<file path="src/include/i2mt_defs.svh">
`ifndef I2MT_DEFS_SVH
`define I2MT_DEFS_SVH

// register indices on the plain port
`define A_CTRL1 3'h0
`define A_CTRL2 3'h1
`define A_MODE 3'h2
`define A_IEN 3'h3
`define A_STAT 3'h4
`define A_TXD 3'h5
`define A_SAR 3'h6

// control register one fields
`define BIT_IF_EN 7
`define BIT_MASTER 5
`define BIT_XMIT 4
`define CKS_HI 3
`define CKS_LO 0
// control register two fields
`define BIT_BUSY 7
`define BIT_SSC 6
// mode register fields
`define BIT_ORDER 3
`define BIT_WAIT 2
// enable register fields
`define BIT_ACK_CHK 2
`define BIT_RX_ACK 0
// status register fields
`define BIT_TX_EMPTY 7
`define BIT_TX_END 6
`define BIT_NO_ACK 4
`define BIT_STOP_DET 3
// own address field
`define SAR_HI 7
`define SAR_LO 1

// flag vector indices
`define F_NACK 0
`define F_STOP 1
`define F_TX_END_FLAG 2
`define NFLAG 3

// reset values and constants
`define BYTE_ZERO 8'h00
`define SAR_RST 7'h00
`define GEN_CALL 7'h00
`define LAST_BIT 3'h7
`define HALF_SHIFT 2
`define CNT_ONE 8'h01

`endif

</file>
<file path="src/include/i2mt_pkg.sv">
package i2mt_pkg;

    typedef enum logic [3:0] {
        ST_IDLE = 4'h0,
        ST_START = 4'h1,
        ST_HOLD = 4'h2,
        ST_BIT_LOW = 4'h3,
        ST_BIT_HIGH = 4'h4,
        ST_ACK_LOW = 4'h5,
        ST_ACK_HIGH = 4'h6,
        ST_STOP_LOW = 4'h7,
        ST_STOP_HIGH = 4'h8
    } i2mt_state_e;

    typedef logic [7:0] i2mt_byte_t;

endpackage : i2mt_pkg

</file>
<file path="src/i2mt_sync.sv">
`timescale 1ns/1ns
module i2mt_sync
    import i2mt_pkg::*;
#(
    parameter int WIDTH = 2
)
(
    // clock and reset
    input wire logic clock,
    input wire logic reset,
    // levels from outside
    input wire logic [WIDTH-1:0] async_in,
    input wire logic [WIDTH-1:0] idle_level,
    // synchronised levels
    output logic [WIDTH-1:0] sync_out
);

    logic [WIDTH-1:0] meta_reg;

    genvar i;
    generate
        for (i = 0; i < WIDTH; i++)
        begin : g_bit
            always_ff @(posedge clock)
            begin
                if (reset)
                begin
                    meta_reg[i] <= 1'b1;
                    sync_out[i] <= 1'b1;
                end
                else
                begin
                    meta_reg[i] <= async_in[i];
                    sync_out[i] <= meta_reg[i] & idle_level[i];
                end
            end
        end
    endgenerate

endmodule : i2mt_sync

</file>
<file path="src/i2mt_tick.sv">
`timescale 1ns/1ns
`include "i2mt_defs.svh"
module i2mt_tick
    import i2mt_pkg::*;
(
    // clock and reset
    input wire logic clock,
    input wire logic reset,
    // rate select
    input wire logic [3:0] sel,
    // one pulse per half bit period
    output logic tick
);

    logic [7:0] count_reg;
    logic [7:0] limit;

    // half period is (sel + 1) * 4 cycles of the system clock
    assign limit = 8'((({4'h0, sel}) + `CNT_ONE) << `HALF_SHIFT);

    always_ff @(posedge clock)
    begin
        if (reset)
        begin
            count_reg <= `BYTE_ZERO;
            tick <= 1'b0;
        end
        else if (count_reg >= 8'(limit - `CNT_ONE))
        begin
            count_reg <= `BYTE_ZERO;
            tick <= 1'b1;
        end
        else
        begin
            count_reg <= 8'(count_reg + `CNT_ONE);
            tick <= 1'b0;
        end
    end

endmodule : i2mt_tick

</file>
<file path="src/i2mt_top.sv">
`timescale 1ns/1ns
`include "i2mt_defs.svh"
// How it works
// - no-ack flag sets when slave withholds ack and ack check is on
// - no-ack flag clears by writing 0 after reading it as 1
// - master: stop seen on bus after a frame sets stop flag
// - slave: stop sets flag only after own or general call address matched
// - stop flag clears by writing 0 after reading it as 1
// - direction bit 1 means slave to master, 0 master to slave
// - stop is sda rising while scl stays high
// - master drives clock and data; slave acks each byte
// - busy 1 with start/stop control 0 in one write issues start
// - data write clears empty, byte moves to shifter, empty sets again
// - byte done with empty set raises transmit end at end of ninth clock high, as scl is pulled low
// - received ack bit holds slave ack; 1 means stop should follow
// - busy 0 with start/stop control 0 in one write issues stop
// - scl held low until next byte or stop request
// - stop flag after master transfer returns device to slave receive
module i2mt_top
    import i2mt_pkg::*;
(
    // clock and reset
    input wire logic clock,
    input wire logic reset,
    // register port
    input wire logic [2:0] reg_addr,
    input wire logic [7:0] reg_wdata,
    input wire logic reg_write,
    input wire logic reg_read,
    output logic [7:0] reg_rdata,
    // serial clock pin
    input wire logic scl_in,
    output logic scl_out,
    output logic scl_oe,
    // serial data pin
    input wire logic sda_in,
    output logic sda_out,
    output logic sda_oe
);

    i2mt_state_e state_reg, state_next;
    logic if_en_reg, master_reg, xmit_reg, order_reg, wait_reg, ack_chk_reg;
    logic [3:0] cks_reg;
    logic [6:0] sar_reg;
    i2mt_byte_t txd_reg, shift_reg;
    logic [2:0] bit_cnt_reg;
    logic tx_empty_reg, rx_ack_reg, bus_busy_reg, frame_reg;
    logic start_pend_reg, stop_pend_reg;
    logic [`NFLAG-1:0] flag_reg, arm_reg, flag_set, flag_clr_hw;
    logic scl_s, sda_s, scl_d, sda_d;
    logic tick;
    logic wr_ctrl2, wr_txd, wr_stat;
    logic ev_load, ev_ack, start_det, stop_det, scl_rise;
    logic collect_reg, match_reg;
    logic [2:0] slv_cnt_reg;
    logic [6:0] slv_sh_reg;
    logic out_bit;

    // pins pass two flops before anything looks at them
    i2mt_sync #(.WIDTH(2)) u_sync (
        .clock(clock),
        .reset(reset),
        .async_in({scl_in, sda_in}),
        .idle_level(2'b11),
        .sync_out({scl_s, sda_s})
    );

    i2mt_tick u_tick (
        .clock(clock),
        .reset(reset),
        .sel(cks_reg),
        .tick(tick)
    );

    always_ff @(posedge clock)
    begin
        if (reset)
        begin
            scl_d <= 1'b1;
            sda_d <= 1'b1;
        end
        else
        begin
            scl_d <= scl_s;
            sda_d <= sda_s;
        end
    end

    assign start_det = scl_s && scl_d && sda_d && !sda_s;
    assign stop_det = scl_s && scl_d && !sda_d && sda_s;
    assign scl_rise = scl_s && !scl_d;

    assign wr_ctrl2 = reg_write && (reg_addr == `A_CTRL2);
    assign wr_txd = reg_write && (reg_addr == `A_TXD);
    assign wr_stat = reg_write && (reg_addr == `A_STAT);

    // plain configuration registers
    always_ff @(posedge clock)
    begin
        if (reset)
        begin
            if_en_reg <= 1'b0;
            cks_reg <= 4'h0;
            order_reg <= 1'b0;
            wait_reg <= 1'b0;
            ack_chk_reg <= 1'b0;
            sar_reg <= `SAR_RST;
            txd_reg <= `BYTE_ZERO;
        end
        else if (reg_write)
        begin
            unique case (reg_addr)
                `A_CTRL1:
                begin
                    if_en_reg <= reg_wdata[`BIT_IF_EN];
                    cks_reg <= reg_wdata[`CKS_HI:`CKS_LO];
                end
                `A_MODE:
                begin
                    order_reg <= reg_wdata[`BIT_ORDER];
                    wait_reg <= reg_wdata[`BIT_WAIT];
                end
                `A_IEN: ack_chk_reg <= reg_wdata[`BIT_ACK_CHK];
                `A_SAR: sar_reg <= reg_wdata[`SAR_HI:`SAR_LO];
                `A_TXD: txd_reg <= reg_wdata;
                default: ;
            endcase
        end
    end

    // mode bits; a stop after our own frame drops back to slave receive
    always_ff @(posedge clock)
    begin
        if (reset)
        begin
            master_reg <= 1'b0;
            xmit_reg <= 1'b0;
        end
        else if (master_reg && frame_reg && stop_det)
        begin
            master_reg <= 1'b0;
            xmit_reg <= 1'b0;
        end
        else if (reg_write && reg_addr == `A_CTRL1)
        begin
            master_reg <= reg_wdata[`BIT_MASTER];
            xmit_reg <= reg_wdata[`BIT_XMIT];
        end
    end

    // start and stop requests wait for the engine to take them
    always_ff @(posedge clock)
    begin
        if (reset)
        begin
            start_pend_reg <= 1'b0;
            stop_pend_reg <= 1'b0;
        end
        else
        begin
            if (wr_ctrl2 && reg_wdata[`BIT_BUSY] && !reg_wdata[`BIT_SSC] && if_en_reg
                && master_reg && xmit_reg && !bus_busy_reg && state_reg == ST_IDLE)
                start_pend_reg <= 1'b1;
            else if (state_reg == ST_START)
                start_pend_reg <= 1'b0;
            if (wr_ctrl2 && !reg_wdata[`BIT_BUSY] && !reg_wdata[`BIT_SSC]
                && state_reg != ST_IDLE)
                stop_pend_reg <= 1'b1;
            else if (state_reg == ST_STOP_LOW)
                stop_pend_reg <= 1'b0;
        end
    end

    // line activity seen on the pins, plus our own pending start
    always_ff @(posedge clock)
    begin
        if (reset)
            bus_busy_reg <= 1'b0;
        else if (start_det || start_pend_reg)
            bus_busy_reg <= 1'b1;
        else if (stop_det)
            bus_busy_reg <= 1'b0;
    end

    always_ff @(posedge clock)
    begin
        if (reset)
            frame_reg <= 1'b0;
        else if (stop_det)
            frame_reg <= 1'b0;
        else if (start_det && master_reg)
            frame_reg <= 1'b1;
    end

    // slave side address watch, used only to qualify a stop
    always_ff @(posedge clock)
    begin
        if (reset)
        begin
            collect_reg <= 1'b0;
            match_reg <= 1'b0;
            slv_cnt_reg <= 3'h0;
            slv_sh_reg <= `SAR_RST;
        end
        else if (start_det)
        begin
            collect_reg <= 1'b1;
            match_reg <= 1'b0;
            slv_cnt_reg <= 3'h0;
        end
        else if (stop_det)
        begin
            collect_reg <= 1'b0;
            match_reg <= 1'b0;
        end
        else if (collect_reg && scl_rise)
        begin
            slv_sh_reg <= {slv_sh_reg[5:0], sda_s};
            slv_cnt_reg <= 3'(slv_cnt_reg + 3'h1);
            if (slv_cnt_reg == `LAST_BIT)
            begin
                // eighth bit is direction; the seven before it are the address
                collect_reg <= 1'b0;
                match_reg <= (slv_sh_reg == sar_reg) || (slv_sh_reg == `GEN_CALL);
            end
        end
    end

    // bit order: zero sends msb first
    assign out_bit = order_reg ? shift_reg[0] : shift_reg[7];

    always_comb
    begin
        state_next = state_reg;
        ev_load = 1'b0;
        ev_ack = 1'b0;
        unique case (state_reg)
            ST_IDLE:
                if (start_pend_reg && tick)
                    state_next = ST_START;
            ST_START:
                if (tick)
                    state_next = ST_HOLD;
            ST_HOLD:
                // scl stays low here; no timeout, software owns the pace
                if (stop_pend_reg && tick)
                    state_next = ST_STOP_LOW;
                else if (!tx_empty_reg && !stop_pend_reg && tick)
                begin
                    ev_load = 1'b1;
                    state_next = ST_BIT_LOW;
                end
            ST_BIT_LOW:
                if (tick)
                    state_next = ST_BIT_HIGH;
            ST_BIT_HIGH:
                if (tick && scl_s)
                    state_next = (bit_cnt_reg == `LAST_BIT) ? ST_ACK_LOW : ST_BIT_LOW;
            ST_ACK_LOW:
                if (tick)
                    state_next = ST_ACK_HIGH;
            ST_ACK_HIGH:
                if (tick && scl_s)
                begin
                    ev_ack = 1'b1;
                    if (tx_empty_reg || stop_pend_reg || (sda_s && ack_chk_reg))
                        state_next = ST_HOLD;
                    else
                    begin
                        ev_load = 1'b1;
                        state_next = ST_BIT_LOW;
                    end
                end
            ST_STOP_LOW:
                if (tick)
                    state_next = ST_STOP_HIGH;
            ST_STOP_HIGH:
                if (tick && scl_s)
                    state_next = ST_IDLE;
            default: state_next = ST_IDLE;
        endcase
    end

    always_ff @(posedge clock)
    begin
        if (reset)
            state_reg <= ST_IDLE;
        else
            state_reg <= state_next;
    end

    // shifter and bit counter; the first byte carries address and direction
    always_ff @(posedge clock)
    begin
        if (reset)
        begin
            shift_reg <= `BYTE_ZERO;
            bit_cnt_reg <= 3'h0;
        end
        else if (ev_load)
        begin
            shift_reg <= txd_reg;
            bit_cnt_reg <= 3'h0;
        end
        else if (state_reg == ST_BIT_HIGH && state_next != ST_BIT_HIGH)
        begin
            shift_reg <= order_reg ? {1'b0, shift_reg[7:1]} : {shift_reg[6:0], 1'b0};
            bit_cnt_reg <= 3'(bit_cnt_reg + 3'h1);
        end
    end

    // drive from the next state; data moves a cycle after scl falls, never with it
    always_ff @(posedge clock)
    begin
        if (reset)
        begin
            scl_oe <= 1'b0;
            sda_oe <= 1'b0;
        end
        else
        begin
            unique case (state_next)
                ST_IDLE, ST_START, ST_BIT_HIGH, ST_ACK_HIGH, ST_STOP_HIGH: scl_oe <= 1'b0;
                default: scl_oe <= 1'b1;
            endcase
            unique case (state_next)
                ST_IDLE, ST_ACK_HIGH: sda_oe <= 1'b0;
                ST_ACK_LOW: sda_oe <= (state_reg == ST_ACK_LOW) ? 1'b0 : sda_oe;
                ST_BIT_LOW: sda_oe <= (state_reg == ST_BIT_LOW) ? !out_bit : sda_oe;
                ST_HOLD: sda_oe <= (state_reg == ST_HOLD) ? 1'b1 : sda_oe;
                ST_BIT_HIGH: sda_oe <= sda_oe;
                default: sda_oe <= 1'b1;
            endcase
        end
    end

    // an open drain only ever pulls low
    always_ff @(posedge clock)
    begin
        scl_out <= 1'b0;
        sda_out <= 1'b0;
    end

    always_ff @(posedge clock)
    begin
        if (reset)
            rx_ack_reg <= 1'b0;
        else if (ev_ack)
            rx_ack_reg <= sda_s;
    end

    // transmit data empty: cleared by a data write, set when shifter takes it
    always_ff @(posedge clock)
    begin
        if (reset)
            tx_empty_reg <= 1'b1;
        else if (ev_load)
            tx_empty_reg <= 1'b1;
        else if (wr_txd)
            tx_empty_reg <= 1'b0;
    end

    assign flag_set[`F_NACK] = ev_ack && sda_s && ack_chk_reg;
    assign flag_set[`F_STOP] = stop_det && ((master_reg && frame_reg) || (!master_reg && match_reg));
    assign flag_set[`F_TX_END_FLAG] = ev_ack && tx_empty_reg;
    assign flag_clr_hw[`F_NACK] = 1'b0;
    assign flag_clr_hw[`F_STOP] = 1'b0;
    assign flag_clr_hw[`F_TX_END_FLAG] = wr_txd;

    // write-zero-after-read-one flags; a set in the same cycle wins
    genvar f;
    generate
        for (f = 0; f < `NFLAG; f++)
        begin : g_flag
            logic wbit;
            assign wbit = (f == `F_NACK) ? reg_wdata[`BIT_NO_ACK]
                : (f == `F_STOP) ? reg_wdata[`BIT_STOP_DET] : reg_wdata[`BIT_TX_END];
            always_ff @(posedge clock)
            begin
                if (reset)
                begin
                    flag_reg[f] <= 1'b0;
                    arm_reg[f] <= 1'b0;
                end
                else
                begin
                    if (flag_set[f])
                        flag_reg[f] <= 1'b1;
                    else if ((wr_stat && !wbit && arm_reg[f]) || flag_clr_hw[f])
                        flag_reg[f] <= 1'b0;
                    if (reg_read && reg_addr == `A_STAT && flag_reg[f])
                        arm_reg[f] <= 1'b1;
                    else if (wr_stat || !flag_reg[f])
                        arm_reg[f] <= 1'b0;
                end
            end
        end
    endgenerate

    // read data stand in the cycle after the strobe
    always_ff @(posedge clock)
    begin
        if (reset)
            reg_rdata <= `BYTE_ZERO;
        else if (reg_read)
        begin
            reg_rdata <= `BYTE_ZERO;
            unique case (reg_addr)
                `A_CTRL1:
                begin
                    reg_rdata[`BIT_IF_EN] <= if_en_reg;
                    reg_rdata[`BIT_MASTER] <= master_reg;
                    reg_rdata[`BIT_XMIT] <= xmit_reg;
                    reg_rdata[`CKS_HI:`CKS_LO] <= cks_reg;
                end
                `A_CTRL2: reg_rdata[`BIT_BUSY] <= bus_busy_reg;
                `A_MODE:
                begin
                    reg_rdata[`BIT_ORDER] <= order_reg;
                    reg_rdata[`BIT_WAIT] <= wait_reg;
                end
                `A_IEN:
                begin
                    reg_rdata[`BIT_ACK_CHK] <= ack_chk_reg;
                    reg_rdata[`BIT_RX_ACK] <= rx_ack_reg;
                end
                `A_STAT:
                begin
                    reg_rdata[`BIT_TX_EMPTY] <= tx_empty_reg;
                    reg_rdata[`BIT_TX_END] <= flag_reg[`F_TX_END_FLAG];
                    reg_rdata[`BIT_NO_ACK] <= flag_reg[`F_NACK];
                    reg_rdata[`BIT_STOP_DET] <= flag_reg[`F_STOP];
                end
                `A_TXD: reg_rdata <= txd_reg;
                `A_SAR: reg_rdata[`SAR_HI:`SAR_LO] <= sar_reg;
                default: ;
            endcase
        end
    end

endmodule : i2mt_top

</file>
<file path="config.mk">
export PLATFORM = sky130hd
export DESIGN_NAME = i2mt_top
export DESIGN_NICKNAME = d
export VERILOG_FILES = /design/src/include/i2mt_pkg.sv /design/src/i2mt_sync.sv /design/src/i2mt_tick.sv /design/src/i2mt_top.sv
export VERILOG_INCLUDE_DIRS = /design/src /design/src/include
export SDC_FILE = /design/constraint.sdc
export NUM_CORES = 1
export LEC_CHECK = 0
export CAP_MARGIN = 15
export CORE_MARGIN = 3
export CORE_UTILIZATION = 44
export CTS_BUF_LIST = sky130_fd_sc_hd__clkbuf_4 sky130_fd_sc_hd__clkbuf_8
export CTS_CLUSTER_SIZE = 40
export DETAILED_ROUTE_END_ITERATION = 8
export DONT_BUFFER_PORTS = 1
export PLACE_DENSITY = 0.56
export SLEW_MARGIN = 20
export SYNTH_ARGS = -nofsm -noshare
export SYNTH_HDL_FRONTEND = slang
export SYNTH_SLANG_ARGS = --single-unit
</file>
<file path="constraint.sdc">
create_clock -name clock -period 3.4 [get_ports clock]
set_clock_uncertainty 0.15 [all_clocks]
set_input_delay 0.51 -clock clock [delete_from_list [all_inputs] [get_ports clock]]
set_output_delay 0.51 -clock clock [all_outputs]
set_load 0.005 [all_outputs]
</file>
After elaboration in Yosys (flattened, before gate mapping)
Cells that the tools add are included.
- add/subtract/negate cells: 5
- order comparisons: 1
- equality and inequality tests: 28
- muxes and demuxes: 60
- bitwise operators: 3
- reduce and logical (&&, ||, !) cells: 105
- operator list (cell ; number):
    1-bit logical AND ; 46
    4-bit 2-to-1 mux ; 10
    4-bit one-hot mux with 9 select lines ; 1
    1-bit 2-to-1 mux ; 35
    4-bit by 3-bit == test with 1-bit output (second input constant) ; 7
    8-bit 2-to-1 mux ; 3
    1-bit one-hot mux with 5 select lines ; 4
    2-bit nonzero test ; 10
    4-bit by 2-bit == test with 1-bit output (second input constant) ; 4
    2-bit AND reduction ; 8
    3-bit == test (second input constant) ; 5
    1-bit zero test ; 15
    1-bit one-hot mux with 3 select lines ; 4
    2-bit OR reduction ; 6
    1-bit logical OR ; 9
    8-bit by 1-bit adder with 8-bit output (second input constant) ; 1
    4-bit by 1-bit == test with 1-bit output (second input constant) ; 2
    4-bit == test (second input constant) ; 2
    8-bit greater-or-equal comparator ; 1
    4-bit zero test ; 2
    8-bit by 1-bit subtractor with 8-bit output (second input constant) ; 1
    7-bit == test ; 1
    7-bit zero test ; 1
    3-bit by 1-bit adder with 3-bit output (second input constant) ; 2
    other kinds (16) ; 22
- register bits: 89
- input port bits: 17
- output and inout port bits: 12
- logic and storage cells: 241

Longest topological paths before layout
Gate-level depths: netlist of the first run.
- depth in word-level cells: 10
- gate-level depth with buffers: 10
- mapped depth without buffers: 10

Hierarchy
From an unflattened synthesis of the first run, not the netlist that was laid out.
- cell total of the unflattened synthesis: 499
- area total of the unflattened synthesis: 4459.3 µm²
- modules (own cells, without submodules) (module ; instances ; cells an instance ; area each (µm²) ; sequential area each (µm²)):
    i2mt_top ; 1 ; 423 ; 3733.6 ; 1521.5
    i2mt_tick ; 1 ; 68 ; 615.6 ; 180.2
    i2mt_sync ; 1 ; 8 ; 110.1 ; 80.1

Worst setup path before layout of the first run
No wires, ideal clock.
- path kind: register to register
- start point: register cks_reg[1]
- end point: register u_tick.tick
- setup time: 66 ps
- arrival: 1955 ps
- required time: 3184 ps
- setup slack: 1229 ps
- stages on the path, launching flop included: 7
- cell sequence: dfxtp_1 -> ha_1 -> or4_1 -> ha_1 -> nand2_1 -> o21ai_1 -> nor2b_1
- word-level cells in the longest chain between the ends: 4
- ends and longest elaborated chain (element ; RTL line ; RTL):
    start: declaration ; i2mt_top.sv:43 ; logic [3:0] cks_reg;
    start signal: assignment ; i2mt_top.sv:116 ; cks_reg <= reg_wdata[`CKS_HI:`CKS_LO];
    4-bit by 1-bit adder with 5-bit output (no source line) ; n/a ;
    8-bit by 1-bit subtractor with 8-bit output (no source line) ; n/a ;
    8-bit greater-or-equal comparator ; i2mt_tick.sv:28 ; else if (count_reg >= 8'(limit - `CNT_ONE))
    1-bit 2-to-1 mux ; i2mt_tick.sv:28 ;
    end signal: assignment ; i2mt_tick.sv:26 ; tick <= 1'b0;
    end signal: assignment ; i2mt_tick.sv:31 ; tick <= 1'b1;
    end signal: assignment ; i2mt_tick.sv:36 ; tick <= 1'b0;
    end: declaration ; i2mt_tick.sv:12 ; output logic tick
No other way between the ends.
A chain may end at the register's enable or synchronous reset.

Final worst setup path of the first run
- start point: register cks_reg[2]
- end point: register u_tick.tick
The elaborated chain is that of the path after synthesis.

==> results of run 1 <==
[kinds of logic (layout without fill, tap and decap cells)]
kind of cell / count (synthesis) / in the layout
xor gates and xnor gates: 18 / 18
adders and majority gates: 12 / 12
DFF: 89 / 89
buffers and inverters: 40 / 24
and+or+nand+nor: 227 / 227
AOI/OAI and AO/OA: 107 / 107
other: 1 / 2
muxes: 26 / 26
[metrics by stage]
step / total power, mW / cell area (um^2) / cells / util [%]
after floorplan: 1.22 / 4350 / 521 / -
after global placement: 1.21 / 4330 / 618 / 45.9
after detailed placement: 1.21 / 4330 / 618 / 45.9
after CTS: 1.96 / 4520 / 634 / 48.0
after global routing: 2.02 / 4520 / 634 / 48.0
final: 1.93 / 4520 / 634 / 48.0
[layer usage]
layer	vias to the layer above	share of wire [%]	GRT usage (%)
li1	1775	-	-
met1	1666	49	25.7
met2	47	46	30.2
met3	14	4.0	5.21
met4	0	1.5	5.62
met5	-	0	0
[area by class of cell]
class,count,area share (%)
sequential,89,39.4
clock buffer,10,2.90
inverter,7,0.581
clock inverter,6,1.47
multi-input combinational,392,51.9
timing repair buffer,1,0.166
tap,129,3.57
[worst min path at each step]
stage	startpoint	to	slack (ns)	cells past startpoint
2_1_floorplan	u_sync.meta_reg[0]$_SDFF_PP1_	u_sync.sync_out[0]$_SDFF_PP1_	0.24	1
3_3_place_gp	u_sync.meta_reg[0]$_SDFF_PP1_	u_sync.sync_out[0]$_SDFF_PP1_	0.25	1
3_5_place_dp	u_sync.meta_reg[0]$_SDFF_PP1_	u_sync.sync_out[0]$_SDFF_PP1_	0.25	1
4_1_cts	reset	state_reg[1]$_SDFF_PP0_	0.04	1
5_1_grt	reset	state_reg[0]$_SDFF_PP0_	0.04	1
6_report	reset	state_reg[1]$_SDFF_PP0_	0.07	1
[layout by cell type, fill, tap and decap left out, types with 10 or more instances in the layout]
master / count
nor3_1: 20
a211oi_1: 14
a21oi_1: 58
dfxtp_1: 89
nor2_1: 56
or2_2: 10
xor2_1: 12
ha_1: 12
mux2i_1: 23
nand3_1: 18
nor2b_1: 11
nand2_1: 73
[critical path: cells and delay by family, from the launching register on]
kind / cells / cell delay, ns
AO/OA/AOI/OAI: 2 / 0.58
adder cells (fa/ha/maj): 1 / 0.30
buffers and inverters: 1 / 0.09
flip-flops: 1 / 0.43
AND/OR/NAND/NOR: 4 / 0.84
[where the power goes]
| part | switching (mW) | internal (mW) | leakage, nW |
|---|---|---|---|
| registers | 0.0301 | 1.06 | 0.721 |
| clock network | 0.390 | 0.351 | 0.104 |
| logic | 0.0457 | 0.0462 | 0.868 |
==> impl_metrics.yaml, run 1 <==
outcome:
  status: "complete, no violations"
placed_design:
  io_buffer_count: 0
  gp_congestion: 0.770
  hpwl_um: 7120
  dp_slack_ns: 0.988
clock_tree:
  holdBufCountCts: 0
  clock_latency_ns: 0.36
  postCtsSetupRepairBufs: 0
  cts_tree: "built"
  cts_root_buf: "clkbuf_8"
  htree_levels: 3
  clk_pin_slew_ns: 0.09
  clock_path_buffers: 2
  cts_buffers: 9
  clock-sinks: 89
  cts_resized: 0
timing:
  setup_viol: 0
  period_needed_ns: 2.44
  timing.final.ws_setup_ns: 0.959
  hold_violations: 0
  holdWs_ns: 0.0656
  timing.final.crit_share_pct: 71.8
  timing.fmax_mhz: 410
  grt_setup_unrepaired: "false"
  drv_slew: 0
  worst_slew_pin_slew_ns: 0.677
  maxSlewHeadroom_pct: 54.8
  tns_ns: 0
worst_setup_path:
  cpPeakStageDelay_ns: 0.49
  cp.arrival_ns: 2.60
  cp-end-kind: "flop"
  reg2reg_depth: 8
  r2r-end: "u_tick.tick$_SDFF_PP0_"
  path_cells: "inv_1 > nor2_1 > a21oi_1 > or4_1 > ha_1 > nand2_1 > o21ai_1 > nor2b_1"
  worst_path_max_delay_cell: "o21ai_1"
  startpoint: "cks_reg[2]$_SDFFE_PP0P_"
  endpoint: "u_tick.tick$_SDFF_PP0_"
  startpoint_type: "flop"
  reg2reg_slack_ns: 0.96
  cp_max_fo: 9
  critPathKind: "reg2reg"
  required_ns: 3.56
  r2r_start: "cks_reg[2]$_SDFFE_PP0P_"
yosys:
  ys.flop_type: "dfxtp_1"
  synth_edf_count: 0
  synth_compound_area_share_pct: 15.5
  synth_warnings: 0
  yosys.area_share.xor_xnor_pct: 3.63
  syn_avg_cell_area_um2: 8.36
  synth_area_um2: 4350
  synth_common_cells: "89 x dfxtp_1, 73 x nand2_1, 58 x a21oi_1"
  yosys.area_share.simple_pct: 24.9
  synth-seq-cells: 89
  muxShareOfSynthArea_pct: 6.33
  synthDistinctLibCells: 55
  synthCells: 520
  seq_area_frac_synth_pct: 41.0
  synth_area_leaders: "dfxtp_1 41%, a21oi_1 6.7%, nand2_1 6.3%"
  synth_top_family_by_area: "simple AND/OR/NAND/NOR gates"
  yosysTopAreaCell: "dfxtp_1"
  synth_top_area_share_pct: 41.0
  synth_adder_area_share_pct: 3.45
  yosysMostFrequentCell: "dfxtp_1"
  synthArstFlopShare_pct: 0
flow_run:
  drv_cap: 0
global_routing:
  antenna_found_initial: 0
  grt_first_pass_wirelength_um: 17100
  grt_pass1_vias: 3381
  grt_use_total_pct: 19.2
  grt_start_max_net_pins: 83
  grt.overflow.total: 0
power:
  peakVddDrop_uv: 477
  power_density_nw_per_um2: 426
  leakage_nw: 1.69
floorplanning:
  die-height_um: 105
  ios: 29
  die_area_um2: 11100
  rows: 35
  coreArea_um2: 9420
  initial_core_util_pct: 46.2
  die_w_um: 105
finish:
  multi_input_area_um2: 2350
  area_growth_pct: 4.03
  layout-drive-gt1-share_pct: 6.73
  final.fill_count: 945
  nets: 529
  regArea_um2: 1780
  antenna_cells: 0
routing:
  first_iter_violations: 208
  via_per_inst: 5.52
  drc: 0
  vias: 3502
  postRouteAntennaNets: 0
  finalWirelength_um: 10200
  drt_first_pass_iters: 4
  routedWlPerCell_um: 16.1
min_path:
  worstHoldPathType: "in2reg"
(Power assumes the default switching activity.)
==> run 2: changes to the inputs <==
Settings changed: PLACE_DENSITY 0.56 to 0.58.
Clock period 3.4 ns to 2 ns, I/O delays scaled along.
==> run 2 against run 1 <==
Against the previous run: the run now ends with hold timing, setup timing left; worst hold slack lost 0.092 ns; via count up 10%; combinational power rose to 3.1 times the previous value; sequential power rose by 70%; non-clock buffer count up 91; critical path type unchanged; clock power is 110% higher; fmax grew 18%; largest power group unchanged; critical path depth down 2; cell count up 15%; worst setup slack worse by 1.0 ns; die area unchanged.
==> impl_metrics.yaml, run 2 (synthesis gave the netlist of run 1 again) <==
outcome:
  status: "complete, but fails checks"
  violations: "hold timing, setup timing"
clock_tree:
  cts_root_buf: "clkbuf_8"
  cts_tree: "built"
  clock_latency_ns: 0.35
  cts_buffers: 9
  clock_path_buffers: 2
  clk_pin_slew_ns: 0.09
  clock-sinks: 89
  htree_levels: 3
worst_setup_path:
  required_ns: 2.13
  cpPeakStageDelay_ns: 0.49
  cp-end-kind: "flop"
  reg2reg_slack_ns: -0.07
  path_cells: "ha_4 > or4_4 > ha_4 > a21oi_4 > o21ai_4 > nor3_1"
  worst_path_max_delay_cell: "or4_4"
  cp_max_fo: 5
  critPathKind: "reg2reg"
  cp.arrival_ns: 2.20
  startpoint_type: "flop"
  crit_top_cell: "ha_4"
placed_design:
  hpwl_um: 7340
  dpl.cell_count: 650
  io_buffer_count: 0
  gp_congestion: 0.821
power:
  peakVddDrop_uv: 443
  power_density_nw_per_um2: 654
  leakage_nw: 2.28
global_routing:
  antenna_found_initial: 0
  grt_pass1_vias: 3749
  grt.overflow.total: 0
  grt_use_total_pct: 20.5
  grt_first_pass_wirelength_um: 18500
  grt_start_max_net_pins: 83
timing:
  grt_setup_unrepaired: "true"
  holdWs_ns: -0.0262
  period_needed_ns: 2.07
  hold_violations: 1
  timing.final.ws_setup_ns: -0.0710
  worst_slew_pin_slew_ns: 0.499
  timing.fmax_mhz: 483
  timing.final.crit_share_pct: 104
  drv_slew: 0
  setup_viol: 9
  maxSlewHeadroom_pct: 66.6
floorplanning:
  rows: 35
  initial_core_util_pct: 46.2
  die-height_um: 105
  ios: 29
  die_w_um: 105
  die_area_um2: 11100
  coreArea_um2: 9420
routing:
  finalWirelength_um: 11300
  first_iter_violations: 274
  postRouteAntennaNets: 0
  via_per_inst: 5.31
  drc: 0
  vias: 3853
  routedWlPerCell_um: 15.5
  drt_first_pass_iters: 4
finish:
  nets: 621
  antenna_cells: 0
  area_growth_pct: 29.3
  fin_cells: 726
  layout_commonest_cell: "dfxtp_1"
  layout-drive-gt1-share_pct: 17.4
  final_cell_mix: "78 x dfxtp_1, 72 x nand2_1, 56 x dlygate4sd3_1"
  utilization_pct: 59.7
flow_run:
  drv_cap: 0
min_path:
  worstHoldPathType: "in2reg"
-- run 2: cell types whose count changed in the layout (fill, tap and decap cells not counted), moves of 4 or more --
| cell | change |
|---|---|
| ha_4 | +4 |
| dfxtp_1 | -11 |
| buf_4 | +32 |
| dlygate4sd3_1 | +56 |
| ha_1 | -4 |
| dfxtp_2 | +8 |
-- run 2: repair_timing --
action | 4_1_cts | 5_1_grt
resized for setup | 5 | 30
endpoints found under the hold margin | 81 | 29
setup buffers | 2 | 0
endpoints found under the setup margin | 10 | 24
cloned | 1 | 0
hold buffers | 56 | 2
pin swaps | 4 | 8
-- run 2: area by class of cell --
type	count	area, um^2
clock inverter	4	98.8
inverter	7	26.3
fill	845	3790
sequential	89	1800
clock buffer	12	153
timing repair buffer	92	860
multi-input combinational	393	2520
tap	129	161
-- run 2: worst paths after layout --
path / start / endpoint / cells after the start
setup / recovery: cks_reg[1]$_SDFFE_PP0P_ / u_tick.count_reg[7]$_SDFF_PP0_ / 6
hold / removal: reg_read / reg_rdata[7]$_SDFFE_PP0P_ / 2
setup reg to reg: cks_reg[1]$_SDFFE_PP0P_ / u_tick.count_reg[7]$_SDFF_PP0_ / 6
hold reg to reg: slv_cnt_reg[1]$_SDFFE_PP0P_ / slv_cnt_reg[1]$_SDFFE_PP0P_ / 2
-- run 2: worst max-delay path: cells and delay by family, from the launching register on --
family	cells	cell delay [ns]
simple gates	2	0.68
fa+ha+maj	2	0.51
flops	1	0.37
compound gates	2	0.28
-- run 2: report_power, final --
group	internal (mW)	total [mW]	switching [mW]
Clock	0.899	1.55	0.650
Sequential	1.81	1.85	0.0413
Combinational	0.153	0.281	0.128
-- run 2: stage by stage --
| stage | power [mW] | area [um^2] | hold slack, ns | setup TNS (ns) | setup WS (ns) |
|---|---|---|---|---|---|
| 2_1_floorplan | 2.08 | 4410 | 0.239 | 0 | 0.000464 |
| 3_3_place_gp | 2.09 | 4640 | 0.229 | -0.275 | -0.0463 |
| 3_5_place_dp | 2.09 | 4640 | 0.231 | -0.574 | -0.112 |
| 4_1_cts | 3.69 | 5500 | -0.159 | -0.622 | -0.0796 |
| 5_1_grt | 3.80 | 5620 | 0.00112 | -1.37 | -0.189 |
| 6_report | 3.68 | 5620 | -0.0262 | -0.414 | -0.0710 |
-- run 2: routing by layer --
metal  track usage [%]  wire length (um)  vias up
met1              26.9              5300     1827
met4              6.56               108        0
met5                 0                 0        -
met2              34.5              5360       59
li1                  -                 -     1958
met3              3.49               486        9
